<file path="config.mk">
export PLATFORM = sky130hd
export DESIGN_NAME = sfbp_top
export DESIGN_NICKNAME = d
export VERILOG_FILES = /design/src/hdl/sfbp_pkg.sv /design/src/hdl/sfbp_lockmap.sv /design/src/hdl/sfbp_sync.sv /design/src/hdl/sfbp_top.sv
export VERILOG_INCLUDE_DIRS = /design/src /design/src/hdl
export SDC_FILE = /design/constraint.sdc
export NUM_CORES = 1
export LEC_CHECK = 0
export BUFFER_PORTS_ARGS = -buffer_cell sky130_fd_sc_hd__buf_2
export CORE_UTILIZATION = 25
export CTS_CLUSTER_SIZE = 12
export DETAILED_ROUTE_END_ITERATION = 8
export PLACE_DENSITY = 0.46
export SYNTH_ARGS = -nofsm -noshare
export SYNTH_HDL_FRONTEND = slang
export SYNTH_SLANG_ARGS = --single-unit
</file>
<file path="constraint.sdc">
create_clock -name mclk -period 12.1 [get_ports mclk]
set_clock_uncertainty 0.1 [all_clocks]
set_input_delay 1.815 -clock mclk [delete_from_list [all_inputs] [get_ports mclk]]
set_output_delay 1.815 -clock mclk [all_outputs]
set_load 0.005 [all_outputs]
</file>
<file path="src/hdl/sfbp_params.svh">
// sfbp_params.svh: constants of the flash protection front end
// assumes inclusion by sfbp_top and sfbp_lockmap, before the package
`ifndef SFBP_PARAMS_SVH
`define SFBP_PARAMS_SVH
// opcodes
`define SFBP_OP_WR_ENABLE 8'h10
`define SFBP_OP_QUAD_ENTER 8'h11
`define SFBP_OP_READ 8'h12
`define SFBP_OP_RD_STATUS 8'h13
`define SFBP_OP_RD_CONFIG 8'h14
`define SFBP_OP_WR_CONFIG 8'h15
`define SFBP_OP_RD_MAP 8'h16
`define SFBP_OP_WR_MAP 8'h17
`define SFBP_OP_UNLOCK_ALL 8'h18
`define SFBP_OP_LOCKDOWN 8'h19
`define SFBP_OP_WR_PERM 8'h1A
// field positions
`define SFBP_SR_WEL 1
`define SFBP_SR_LOCKDOWN 4
`define SFBP_CFG_IO 1
`define SFBP_CFG_PIN_EN 7
`define SFBP_PARAM_SHIFT 13
`define SFBP_REGION_SHIFT 15
// sizes
`define SFBP_MAP_BITS 48
`define SFBP_PERM_BITS 40
`define SFBP_PARAM_BLKS 8
`define SFBP_MAP_BYTES 3'h6
`define SFBP_PERM_BYTES 3'h5
`define SFBP_CFG_BYTES 3'h1
`define SFBP_ADDR_LAST 3'h2
`define SFBP_IDX_MAX 3'h7
`define SFBP_STEP_X1 3'h1
`define SFBP_STEP_X4 3'h4
// reset and fixed values
`define SFBP_MAP_RESET 48'hFFFF_FFFF_5555
`define SFBP_PERM_RESET 40'h00_0000_0000
`define SFBP_CFG_IO_RST 1'b0
`define SFBP_CFG_PIN_RST 1'b0
`define SFBP_PIN_RST 6'h20
`define SFBP_LOCKED_DATA 8'h00
`define SFBP_SO_MASK 4'h2
`endif

</file>
<file path="src/hdl/sfbp_pkg.sv">
// sfbp_pkg: types shared by the flash protection front end
// assumes sfbp_params.svh is compiled alongside
package sfbp_pkg;
  typedef enum logic [2:0] {
    ST_CMD, ST_ADDR, ST_WRITE_IN, ST_DATA_OUT, ST_SKIP
  } sfbp_state_e;
  typedef struct packed {
    logic ce_n;
    logic sck;
    logic [3:0] io;
  } sfbp_pins_s;
  typedef struct packed {
    logic io_cfg;
    logic pin_en;
  } sfbp_cfg_s;
endpackage : sfbp_pkg

</file>
<file path="src/hdl/sfbp_lockmap.sv">
// sfbp_lockmap: protection map, permanent lock bits, lock-down
// assumes callers already checked write enable, and the protect pin for map writes and unlock
`timescale 1ns/100ps
`include "sfbp_params.svh"
module sfbp_lockmap #(
  parameter int AW = 21
) (
  // clock and reset
  input wire logic mclk,
  input wire logic rst_n,
  // update requests
  input wire logic wr_map,
  input wire logic [`SFBP_MAP_BITS-1:0] map_data,
  input wire logic unlock_all,
  input wire logic lock_down,
  input wire logic wr_perm,
  input wire logic [`SFBP_PERM_BITS-1:0] perm_data,
  // read check
  input wire logic [AW-1:0] rd_addr,
  output logic rd_locked,
  // state
  output logic [`SFBP_MAP_BITS-1:0] block_protect_map,
  output logic [`SFBP_PERM_BITS-1:0] permanent_lock_reg,
  output logic lockdown
);
  localparam int MB = `SFBP_MAP_BITS;
  localparam int PB = `SFBP_PERM_BITS;
  localparam int NP = `SFBP_PARAM_BLKS;
  logic [MB-1:0] perm_exp;
  logic [MB-1:0] new_exp;
  logic [MB-1:0] wl_mask;

  // write-lock position of each permanent bit
  genvar i;
  for (i = 0; i < PB; i++) begin : g_perm
    localparam int MI = (i < NP) ? 2 * i : i + NP;
    assign perm_exp[MI] = permanent_lock_reg[i];
    assign new_exp[MI] = perm_data[i];
    assign wl_mask[MI] = 1'b1;
  end
  for (i = 0; i < NP; i++) begin : g_rdlk
    assign perm_exp[2 * i + 1] = 1'b0;
    assign new_exp[2 * i + 1] = 1'b0;
    assign wl_mask[2 * i + 1] = 1'b0;
  end

  // parameter block read-lock of an address
  function automatic logic read_locked(input logic [AW-1:0] a,
                                       input logic [MB-1:0] m);
    logic bot;
    logic top;
    logic [2:0] blk;
    bot = (a[AW-1:`SFBP_REGION_SHIFT] == '0);
    top = &a[AW-1:`SFBP_REGION_SHIFT];
    blk = {top, a[`SFBP_REGION_SHIFT-1:`SFBP_PARAM_SHIFT]};
    return (bot || top) && m[{blk, 1'b1}];
  endfunction : read_locked

  assign rd_locked = read_locked(rd_addr, block_protect_map);

  // lock-down, only reset clears it
  always_ff @(posedge mclk or negedge rst_n) begin
    if (!rst_n) begin
      lockdown <= 1'b0;
    end else if (lock_down) begin
      lockdown <= 1'b1;
    end
  end

  // permanent lock bits, set only
  always_ff @(posedge mclk or negedge rst_n) begin
    if (!rst_n) begin
      permanent_lock_reg <= `SFBP_PERM_RESET;
    end else if (wr_perm && !lockdown) begin
      permanent_lock_reg <= permanent_lock_reg | perm_data;
    end
  end

  // protection map
  always_ff @(posedge mclk or negedge rst_n) begin
    if (!rst_n) begin
      block_protect_map <= `SFBP_MAP_RESET;
    end else if (!lockdown) begin
      if (wr_perm) begin
        block_protect_map <= block_protect_map | new_exp;
      end else if (wr_map) begin
        block_protect_map <= map_data | perm_exp;
      end else if (unlock_all) begin
        block_protect_map <= (block_protect_map & ~wl_mask)
                             | perm_exp;
      end
    end
  end

  property p_lock_freeze;
    @(posedge mclk) disable iff (!rst_n)
    lockdown |=> $stable(block_protect_map);
  endproperty
  a_lock_freeze: assert property (p_lock_freeze)
    else $error("map changed under lock-down");

  property p_lock_stays;
    @(posedge mclk) disable iff (!rst_n)
    lockdown |=> lockdown [*3];
  endproperty
  a_lock_stays: assert property (p_lock_stays)
    else $error("lock-down cleared");

  property p_unlock;
    @(posedge mclk) disable iff (!rst_n)
    unlock_all && !lockdown && !wr_perm && !wr_map |=>
      ((block_protect_map & wl_mask) == perm_exp) &&
      ((block_protect_map & ~wl_mask) == ($past(block_protect_map)
                                          & ~wl_mask));
  endproperty
  a_unlock: assert property (p_unlock)
    else $error("global unlock result wrong");

  property p_perm_held;
    @(posedge mclk) disable iff (!rst_n)
    ($past(permanent_lock_reg) & ~permanent_lock_reg) == '0 &&
      (block_protect_map & perm_exp) == perm_exp;
  endproperty
  a_perm_held: assert property (p_perm_held)
    else $error("permanent lock lost");

  property p_perm_zero;
    @(posedge mclk) disable iff (!rst_n)
    wr_perm && perm_data == '0 |=> $stable(permanent_lock_reg)
                                  && $stable(block_protect_map);
  endproperty
  a_perm_zero: assert property (p_perm_zero)
    else $error("zero write changed lock state");

  property p_reset_map;
    @(posedge mclk) $rose(rst_n) |->
      block_protect_map == `SFBP_MAP_RESET && !lockdown;
  endproperty
  a_reset_map: assert property (p_reset_map)
    else $error("map not protected after reset");
endmodule : sfbp_lockmap

</file>
<file path="src/hdl/sfbp_sync.sv">
// sfbp_sync: two-flop synchroniser, one per bit
// assumes an asynchronous active-low reset
`timescale 1ns/100ps
module sfbp_sync #(
  parameter int W = 1,
  parameter logic [W-1:0] RST = '0
) (
  // clock and reset
  input wire logic mclk,
  input wire logic rst_n,
  // data
  input wire logic [W-1:0] d,
  output logic [W-1:0] q
);
  logic [W-1:0] meta;
  genvar i;
  for (i = 0; i < W; i++) begin : g_bit
    always_ff @(posedge mclk or negedge rst_n) begin
      if (!rst_n) begin
        meta[i] <= RST[i];
        q[i] <= RST[i];
      end else begin
        meta[i] <= d[i];
        q[i] <= meta[i];
      end
    end
  end
endmodule : sfbp_sync

</file>
<file path="src/hdl/sfbp_top.sv">
// sfbp_top: serial flash front end with block protection
// assumes a host driving select and clock, array read port on mclk
`timescale 1ns/100ps
`include "sfbp_params.svh"
module sfbp_top #(
  parameter int AW = 21
) (
  // clock and reset
  input wire logic mclk,
  input wire logic rstn,
  // serial link pins
  input wire logic ce_n,
  input wire logic sck,
  input wire logic [3:0] quad_io_in,
  output logic [3:0] quad_io_out,
  output logic [3:0] quad_io_oe,
  // array read port
  output logic [AW-1:0] mem_addr,
  input wire logic [7:0] mem_rdata,
  // protection state
  output logic [`SFBP_MAP_BITS-1:0] block_protect_map,
  output logic [`SFBP_PERM_BITS-1:0] permanent_lock_reg,
  output logic lockdown,
  output logic quad_mode
);
  logic rst_n;
  sfbp_pkg::sfbp_pins_s pins_raw;
  sfbp_pkg::sfbp_pins_s pins;
  sfbp_pkg::sfbp_state_e state;
  sfbp_pkg::sfbp_cfg_s cfg;
  logic sck_d;
  logic ce_d;
  logic sel;
  logic sck_rise;
  logic sck_fall;
  logic ce_rise;
  logic live_rise;
  logic live_fall;
  logic hold_q;
  logic [2:0] bit_cnt;
  logic [2:0] step;
  logic [7:0] rx_sh;
  logic [7:0] rx_byte;
  logic byte_done;
  logic [7:0] cmd;
  logic [2:0] byte_idx;
  logic [`SFBP_MAP_BITS-1:0] in_buf;
  logic [AW-1:0] addr;
  logic [7:0] tx_sh;
  logic [7:0] tx_next;
  logic tx_live;
  logic wel;
  logic wp_block;
  logic fin;
  logic go_wel;
  logic go_quad;
  logic go_cfg;
  logic go_wr_map;
  logic go_unlock;
  logic go_lock;
  logic go_perm;
  logic rd_locked;

  // reset release
  sfbp_sync #(.W(1), .RST(1'b0)) u_rst (
    .mclk(mclk),
    .rst_n(rstn),
    .d(1'b1),
    .q(rst_n)
  );

  // pin synchronisers
  assign pins_raw = {ce_n, sck, quad_io_in};
  sfbp_sync #(
    .W($bits(sfbp_pkg::sfbp_pins_s)),
    .RST(`SFBP_PIN_RST)
  ) u_pins (
    .mclk(mclk),
    .rst_n(rst_n),
    .d(pins_raw),
    .q(pins)
  );

  // edge finding on the link clock and select
  always_ff @(posedge mclk or negedge rst_n) begin
    if (!rst_n) begin
      sck_d <= 1'b0;
      ce_d <= 1'b1;
    end else begin
      sck_d <= pins.sck;
      ce_d <= pins.ce_n;
    end
  end

  assign sel = !pins.ce_n;
  assign sck_rise = sel && pins.sck && !sck_d;
  assign sck_fall = sel && !pins.sck && sck_d;
  assign ce_rise = !ce_d && pins.ce_n;
  assign live_rise = sck_rise && !hold_q;
  assign live_fall = sck_fall && !hold_q;

  // hold, taken only while the clock is low
  always_ff @(posedge mclk or negedge rst_n) begin
    if (!rst_n) begin
      hold_q <= 1'b0;
    end else if (!sel || quad_mode) begin
      hold_q <= 1'b0;
    end else if (!pins.sck) begin
      hold_q <= !pins.io[3];
    end
  end

  // input shifting
  assign step = quad_mode ? `SFBP_STEP_X4 : `SFBP_STEP_X1;

  always_comb begin
    if (quad_mode) begin
      rx_byte = {rx_sh[3:0], pins.io};
    end else begin
      rx_byte = {rx_sh[6:0], pins.io[0]};
    end
  end

  assign byte_done = live_rise && (3'(bit_cnt + step) == 3'h0);

  always_ff @(posedge mclk or negedge rst_n) begin
    if (!rst_n) begin
      bit_cnt <= 3'h0;
      rx_sh <= 8'h00;
    end else if (!sel) begin
      bit_cnt <= 3'h0;
      rx_sh <= 8'h00;
    end else if (live_rise) begin
      bit_cnt <= bit_cnt + step;
      rx_sh <= rx_byte;
    end
  end

  // next phase after an opcode
  function automatic sfbp_pkg::sfbp_state_e phase_of(
      input logic [7:0] op);
    case (op)
      `SFBP_OP_READ: return sfbp_pkg::ST_ADDR;
      `SFBP_OP_RD_STATUS,
      `SFBP_OP_RD_CONFIG,
      `SFBP_OP_RD_MAP: return sfbp_pkg::ST_DATA_OUT;
      `SFBP_OP_WR_CONFIG,
      `SFBP_OP_WR_MAP,
      `SFBP_OP_WR_PERM: return sfbp_pkg::ST_WRITE_IN;
      default: return sfbp_pkg::ST_SKIP;
    endcase
  endfunction : phase_of

  // command sequencing
  always_ff @(posedge mclk or negedge rst_n) begin
    if (!rst_n) begin
      state <= sfbp_pkg::ST_CMD;
      cmd <= 8'h00;
      byte_idx <= 3'h0;
    end else if (!sel) begin
      state <= sfbp_pkg::ST_CMD;
      byte_idx <= 3'h0;
    end else if (byte_done) begin
      case (state)
        sfbp_pkg::ST_CMD: begin
          cmd <= rx_byte;
          state <= phase_of(rx_byte);
          byte_idx <= 3'h0;
        end
        sfbp_pkg::ST_ADDR: begin
          if (byte_idx == `SFBP_ADDR_LAST) begin
            state <= sfbp_pkg::ST_DATA_OUT;
            byte_idx <= 3'h0;
          end else begin
            byte_idx <= byte_idx + 3'h1;
          end
        end
        sfbp_pkg::ST_WRITE_IN,
        sfbp_pkg::ST_DATA_OUT: begin
          if (byte_idx != `SFBP_IDX_MAX) begin
            byte_idx <= byte_idx + 3'h1;
          end
        end
        default: begin
          state <= sfbp_pkg::ST_SKIP;
        end
      endcase
    end
  end

  // address and write data capture
  always_ff @(posedge mclk or negedge rst_n) begin
    if (!rst_n) begin
      addr <= '0;
      in_buf <= '0;
    end else if (byte_done) begin
      if (state == sfbp_pkg::ST_ADDR) begin
        addr <= AW'({addr, rx_byte});
      end else if (state == sfbp_pkg::ST_DATA_OUT) begin
        addr <= addr + AW'(1);
      end
      if (state == sfbp_pkg::ST_WRITE_IN) begin
        in_buf <= {in_buf[`SFBP_MAP_BITS-9:0], rx_byte};
      end
    end
  end

  assign mem_addr = addr;

  // outgoing byte
  always_comb begin
    tx_next = 8'h00;
    case (cmd)
      `SFBP_OP_RD_STATUS: begin
        tx_next[`SFBP_SR_WEL] = wel;
        tx_next[`SFBP_SR_LOCKDOWN] = lockdown;
      end
      `SFBP_OP_RD_CONFIG: begin
        tx_next[`SFBP_CFG_IO] = cfg.io_cfg;
        tx_next[`SFBP_CFG_PIN_EN] = cfg.pin_en;
      end
      `SFBP_OP_RD_MAP: begin
        if (byte_idx < `SFBP_MAP_BYTES) begin
          tx_next = block_protect_map[
            (int'(`SFBP_MAP_BYTES) - 1 - int'(byte_idx)) * 8 +: 8];
        end
      end
      `SFBP_OP_READ: begin
        tx_next = rd_locked ? `SFBP_LOCKED_DATA : mem_rdata;
      end
      default: begin
        tx_next = 8'h00;
      end
    endcase
  end

  // output shifting on the falling edge
  always_ff @(posedge mclk or negedge rst_n) begin
    if (!rst_n) begin
      tx_sh <= 8'h00;
      tx_live <= 1'b0;
    end else if (!sel) begin
      tx_sh <= 8'h00;
      tx_live <= 1'b0;
    end else if (live_fall) begin
      if (bit_cnt == 3'h0) begin
        tx_sh <= tx_next;
        tx_live <= (state == sfbp_pkg::ST_DATA_OUT);
      end else if (quad_mode) begin
        tx_sh <= {tx_sh[3:0], 4'h0};
      end else begin
        tx_sh <= {tx_sh[6:0], 1'b0};
      end
    end
  end

  // pin drive
  always_comb begin
    if (quad_mode) begin
      quad_io_out = tx_sh[7:4];
      quad_io_oe = {4{tx_live && sel}};
    end else begin
      quad_io_out = {2'b00, tx_sh[7], 1'b0};
      quad_io_oe = (tx_live && sel && !hold_q) ? `SFBP_SO_MASK : 4'h0;
    end
  end

  // command execution at deselect
  assign wp_block = !cfg.io_cfg && cfg.pin_en && !pins.io[2]
                    && !quad_mode;
  assign fin = ce_rise && (bit_cnt == 3'h0);
  assign go_wel = fin && state == sfbp_pkg::ST_SKIP
                  && cmd == `SFBP_OP_WR_ENABLE;
  assign go_quad = fin && state == sfbp_pkg::ST_SKIP
                   && cmd == `SFBP_OP_QUAD_ENTER;
  assign go_unlock = fin && state == sfbp_pkg::ST_SKIP
                     && cmd == `SFBP_OP_UNLOCK_ALL && wel && !wp_block
                     && !lockdown;
  assign go_lock = fin && state == sfbp_pkg::ST_SKIP
                   && cmd == `SFBP_OP_LOCKDOWN && wel;
  assign go_wr_map = fin && state == sfbp_pkg::ST_WRITE_IN
                     && cmd == `SFBP_OP_WR_MAP
                     && byte_idx == `SFBP_MAP_BYTES
                     && wel && !wp_block && !lockdown;
  assign go_perm = fin && state == sfbp_pkg::ST_WRITE_IN
                   && cmd == `SFBP_OP_WR_PERM
                   && byte_idx == `SFBP_PERM_BYTES
                   && wel && !lockdown;
  assign go_cfg = fin && state == sfbp_pkg::ST_WRITE_IN
                  && cmd == `SFBP_OP_WR_CONFIG
                  && byte_idx == `SFBP_CFG_BYTES
                  && wel && !wp_block;

  // write enable latch
  always_ff @(posedge mclk or negedge rst_n) begin
    if (!rst_n) begin
      wel <= 1'b0;
    end else if (go_wel) begin
      wel <= 1'b1;
    end else if (go_wr_map || go_unlock || go_lock || go_perm
                 || go_cfg) begin
      wel <= 1'b0;
    end
  end

  // bus mode, single-wire from reset
  always_ff @(posedge mclk or negedge rst_n) begin
    if (!rst_n) begin
      quad_mode <= 1'b0;
    end else if (go_quad) begin
      quad_mode <= 1'b1;
    end
  end

  // configuration bits
  always_ff @(posedge mclk or negedge rst_n) begin
    if (!rst_n) begin
      cfg.io_cfg <= `SFBP_CFG_IO_RST;
      cfg.pin_en <= `SFBP_CFG_PIN_RST;
    end else if (go_cfg) begin
      cfg.io_cfg <= in_buf[`SFBP_CFG_IO];
      cfg.pin_en <= in_buf[`SFBP_CFG_PIN_EN];
    end
  end

  sfbp_lockmap #(.AW(AW)) u_map (
    .mclk(mclk),
    .rst_n(rst_n),
    .wr_map(go_wr_map),
    .map_data(in_buf),
    .unlock_all(go_unlock),
    .lock_down(go_lock),
    .wr_perm(go_perm),
    .perm_data(in_buf[`SFBP_PERM_BITS-1:0]),
    .rd_addr(addr),
    .rd_locked(rd_locked),
    .block_protect_map(block_protect_map),
    .permanent_lock_reg(permanent_lock_reg),
    .lockdown(lockdown)
  );

  property p_rx_on_rise;
    @(posedge mclk) disable iff (!rst_n)
    sel && !sck_rise |=> $stable(rx_sh) && $stable(bit_cnt);
  endproperty
  a_rx_on_rise: assert property (p_rx_on_rise)
    else $error("input shifted off the rising edge");

  property p_single_start;
    @(posedge mclk) $rose(rst_n) |-> !quad_mode ##1 !quad_mode;
  endproperty
  a_single_start: assert property (p_single_start)
    else $error("not single-wire after reset");

  property p_quad_enter;
    @(posedge mclk) disable iff (!rst_n)
    go_quad |=> quad_mode ##1 quad_mode;
  endproperty
  a_quad_enter: assert property (p_quad_enter)
    else $error("quad command not taken");

  property p_single_pins;
    @(posedge mclk) disable iff (!rst_n)
    !quad_mode |-> (quad_io_oe & ~`SFBP_SO_MASK) == 4'h0;
  endproperty
  a_single_pins: assert property (p_single_pins)
    else $error("single-wire drives a lane other than output");

  property p_pin_blocks;
    @(posedge mclk) disable iff (!rst_n)
    ce_rise && cmd == `SFBP_OP_WR_MAP && wp_block |=>
      $stable(block_protect_map);
  endproperty
  a_pin_blocks: assert property (p_pin_blocks)
    else $error("map written while protect pin active");

  property p_hold;
    @(posedge mclk) disable iff (!rst_n)
    hold_q && sck_rise |=> $stable(bit_cnt) && quad_io_oe == 4'h0;
  endproperty
  a_hold: assert property (p_hold)
    else $error("transfer advanced during hold");

  property p_read_zero;
    @(posedge mclk) disable iff (!rst_n)
    live_fall && bit_cnt == 3'h0 && cmd == `SFBP_OP_READ
      && state == sfbp_pkg::ST_DATA_OUT && rd_locked
      |=> tx_sh == `SFBP_LOCKED_DATA;
  endproperty
  a_read_zero: assert property (p_read_zero)
    else $error("read-locked block returned data");

  property p_need_enable;
    @(posedge mclk) disable iff (!rst_n)
    $changed(block_protect_map) |-> $past(wel);
  endproperty
  a_need_enable: assert property (p_need_enable)
    else $error("map changed without write enable");

  property p_status_lock;
    @(posedge mclk) disable iff (!rst_n)
    live_fall && bit_cnt == 3'h0 && cmd == `SFBP_OP_RD_STATUS
      && state == sfbp_pkg::ST_DATA_OUT
      |=> tx_sh[`SFBP_SR_LOCKDOWN] == lockdown;
  endproperty
  a_status_lock: assert property (p_status_lock)
    else $error("status does not show lock-down");

  property p_enable_drop;
    @(posedge mclk) disable iff (!rst_n)
    go_wr_map || go_lock |=> !wel;
  endproperty
  a_enable_drop: assert property (p_enable_drop)
    else $error("write enable kept after map change");
endmodule : sfbp_top
</file>
==> impl_metrics.py <==
metrics = {
    "outcome": {
        "status": "finished, violations left",
        "violations": "DRC",
    },
    "detailed_routing": {
        "drtIter0Drc": 551,
        "via_count": 8147,
        "totalWireLength_mm": 34.42,
        "vias_per_cell": 5.032,
        "drc": 14,
        "ant_nets": 0,
        "routedWlPerCell_um": 21.26,
        "dr.pass1.iters": 7,
    },
    "clock_tree": {
        "cts_hold_buffers": 0,
        "root_buffer": "clkbuf_16",
        "cts_resized": 0,
        "cts_tree": "done",
        "post_cts_buffers": 0,
        "cts_buffers": 26,
        "htree_levels": 1,
        "clockBufferDepth": 3,
        "clk_latency_ps": 530,
        "path_clk_slew_ps": 60,
        "clock-sinks": 212,
    },
    "sta": {
        "slew_violations": 0,
        "setup_viol": 0,
        "fin_tns_setup_ps": 0,
        "fmax_mhz": 265.2,
        "tightest_slew_ps": 1225,
        "period_share": 0.3116,
        "min_period_ps": 3770,
        "slew_headroom": 0.1831,
        "rsz0062_at_grt": "no",
        "hold_violations": 0,
    },
    "placed_design": {
        "place_congestion": 0.8209,
        "place_inst": 1571,
        "port_buffers": 134,
        "place_area_mm2": 0.01157,
        "place_hpwl_mm": 23.24,
    },
    "critical_path": {
        "max_stage_delay_ps": 890,
        "r2r_setup_slack_ps": 8730,
        "regToRegStartpoint": "quad_mode",
        "critPathLaunchType": "flop",
        "worstSetupPathType": "flop to primary output",
        "path_cells": "nand2b_1, nor2_1, buf_2",
        "worst-r2r-cell-count": 7,
        "crit_required_ps": 10180,
        "slowest_stage": "dfstp_2",
        "path_max_fanout": 31,
        "crit_arrival_ps": 1860,
        "timing.rr.end": "mem_addr[2]",
        "critPathCaptureType": "primary output",
    },
    "floorplanning": {
        "io_pins": 135,
        "die_h_um": 206.4,
        "initial_utilization": 0.2546,
        "dieArea_mm2": 0.04259,
        "core_area_mm2": 0.04102,
        "row_count": 74,
        "dieWidth_um": 206.4,
    },
    "power": {
        "p_total_w": 0.001622,
        "p_leak_nw": 6.081,
        "p_per_area_mw_per_mm2": 129.9,
        "ir_drop_v": 0.0001055,
    },
    "global_route": {
        "grt_start_max_net_pins": 72,
        "antenna_found_initial": 0,
        "grt-ovfl-total": 0,
        "grt_pass1_vias": 8006,
        "track_usage": 0.1622,
        "grt_pass1_wl_mm": 52.92,
    },
    "synth": {
        "synth-edff-count": 0,
        "synth_mux_area_frac": 0.1221,
        "netlist_area_mm2": 0.01044,
        "synthAdderAreaFrac": 0.01198,
        "synth_nets": 984,
        "synth-main-ff-cell": "dfrtp_1",
        "synth_area_per_cell_um2": 10.90,
        "syn_inst": 958,
        "synth_xor_area_frac": 0.003834,
        "ys.warnings.count": 0,
        "yosys.area_share.simple": 0.1250,
        "ys_seq_elements": 212,
        "synth_compound_area_frac": 0.1878,
        "yosysUniqueCellTypes": 68,
        "synth_top_family_by_area": "compound AO/OA/AOI/OAI gates",
        "synth_seq_area_share": 0.5132,
        "async_reset_ff_frac": 1.000,
    },
    "layout": {
        "nNetsFinal": 1093,
        "drive_gt1_frac": 0.2889,
        "fin_area_mm2": 0.01248,
        "final_cell_count_no_fill": 1619,
        "syn_to_final_growth_pct": 19.54,
        "diodes": 0,
    },
    "min_path": {
        "min_path_type": "flop to asynchronous set/reset pin",
    },
    "flow_run": {
        "max_cap_viol_count": 0,
    },
}
## layout by cell type, fill, tap and decap left out, types with 11 or more instances in the layout
master / Yosys / routed
nor2_1: 101 / 101
o21ai_0: 87 / 87
mux2_4: 44 / 44
nand4_1: 12 / 12
buf_4: 3 / 13
o21a_1: 25 / 25
o22ai_1: 11 / 11
a211oi_1: 22 / 22
a21oi_1: 63 / 63
a21o_1: 44 / 44
a22oi_1: 27 / 27
nand2_1: 45 / 45
nand3_1: 13 / 13
mux2i_1: 22 / 22
dfrtp_1: 169 / 168
mux2_2: 15 / 15
inv_1: 13 / 13
dfstp_2: 43 / 43
buf_2: 8 / 134
clkbuf_16: 0 / 27
## synth_stat cells (3+ instances only)
cell	number	share of area
a2bb2oi_1	6	0.0050
nand3b_1	3	0.0022
and2_1	4	0.0024
dfstp_2	43	0.11
buf_2	8	0.0038
a221oi_1	3	0.0025
and4_1	9	0.0075
and3_1	3	0.0018
o21ai_0	87	0.042
inv_1	13	0.0047
nor2_1	101	0.036
nand4_1	12	0.0072
a211oi_1	22	0.016
nand2b_1	8	0.0048
o21a_1	25	0.018
nor3_1	9	0.0043
a22oi_1	27	0.019
mux4_2	10	0.022
a21oi_1	63	0.030
mux2_4	44	0.063
buf_6	7	0.0075
o32ai_1	4	0.0034
or3_1	7	0.0042
nor4b_1	4	0.0034
ha_1	10	0.012
nand3_1	13	0.0062
o22ai_1	11	0.0066
nor2b_1	7	0.0042
dfrtp_1	169	0.40
mux2i_1	22	0.021
clkbuf_1	46	0.017
nor3b_1	4	0.0029
o31ai_1	3	0.0022
a21o_1	44	0.032
nand2_1	45	0.016
nor4_1	5	0.0030
mux2_2	15	0.016
buf_4	3	0.0022
and4b_1	3	0.0029
## area by class of cell
class	count	area, um2
clock buffer	41	798.3
fill	4257	28530
multi-input combinational	666	4726
tap	532	665.6
clock inverter	7	110.1
inverter	14	52.55
sequential	212	5363
timing repair buffer	147	768.2
## per-stage QoR
step	worst slack [ps]	hold slack (ps)	util
3_5_place_dp	8737	216.5	0.2822
4_1_cts	8250	219.5	0.3043
2_1_floorplan	5730	231.2	-
5_1_grt	8171	238.7	0.3043
6_report	8330	189.1	0.3043
3_3_place_gp	8810	207.4	0.2822
## per-layer routing
layer,track usage,wire (um),vias to the layer above
met5,0,0,-
met4,0.03965,665,0
met3,0.02160,1487,46
met2,0.2414,15280,181
met1,0.2449,16990,4176
li1,-,-,3744
## worst max path at each step
stage                           start                     endpoint  slack (ps)
final                     u_pins.q[5]                quad_io_oe[2]        8330
after global routing      u_pins.q[5]                quad_io_oe[3]        8170
after CTS                 u_pins.q[5]                quad_io_oe[2]        8250
after detailed placement    quad_mode                  mem_addr[2]        8740
after global placement    u_pins.q[5]  u_map.block_protect_map[45]        8810
after floorplan               u_rst.q                   bit_cnt[0]        5730
## report_power, final
group	internal (W)	leakage [nW]	switching (W)	total [W]
logic	0.0000194	2.86	0.0000412	0.0000606
registers	0.000719	2.77	0.0000156	0.000734
clock network	0.000514	0.449	0.000313	0.000827
## cell families (layout without fill, tap and decap cells)
| group | after synthesis | in the layout |
|---|---|---|
| compound gates | 308 | 308 |
| xor+xnor | 3 | 3 |
| fa+ha+maj | 10 | 10 |
| buf+inv | 80 | 209 |
| flops | 212 | 212 |
| mux | 91 | 91 |
| other cells | 1 | 1 |
| simple gates | 253 | 253 |
## worst max-delay path: cells and delay by family, from the launching register on
kind	cells	cell delay, ps
flip-flops	1	890
AND/OR/NAND/NOR	2	280
buffers and inverters	1	150
No activity file was read; power rests on OpenSTA's default activity.
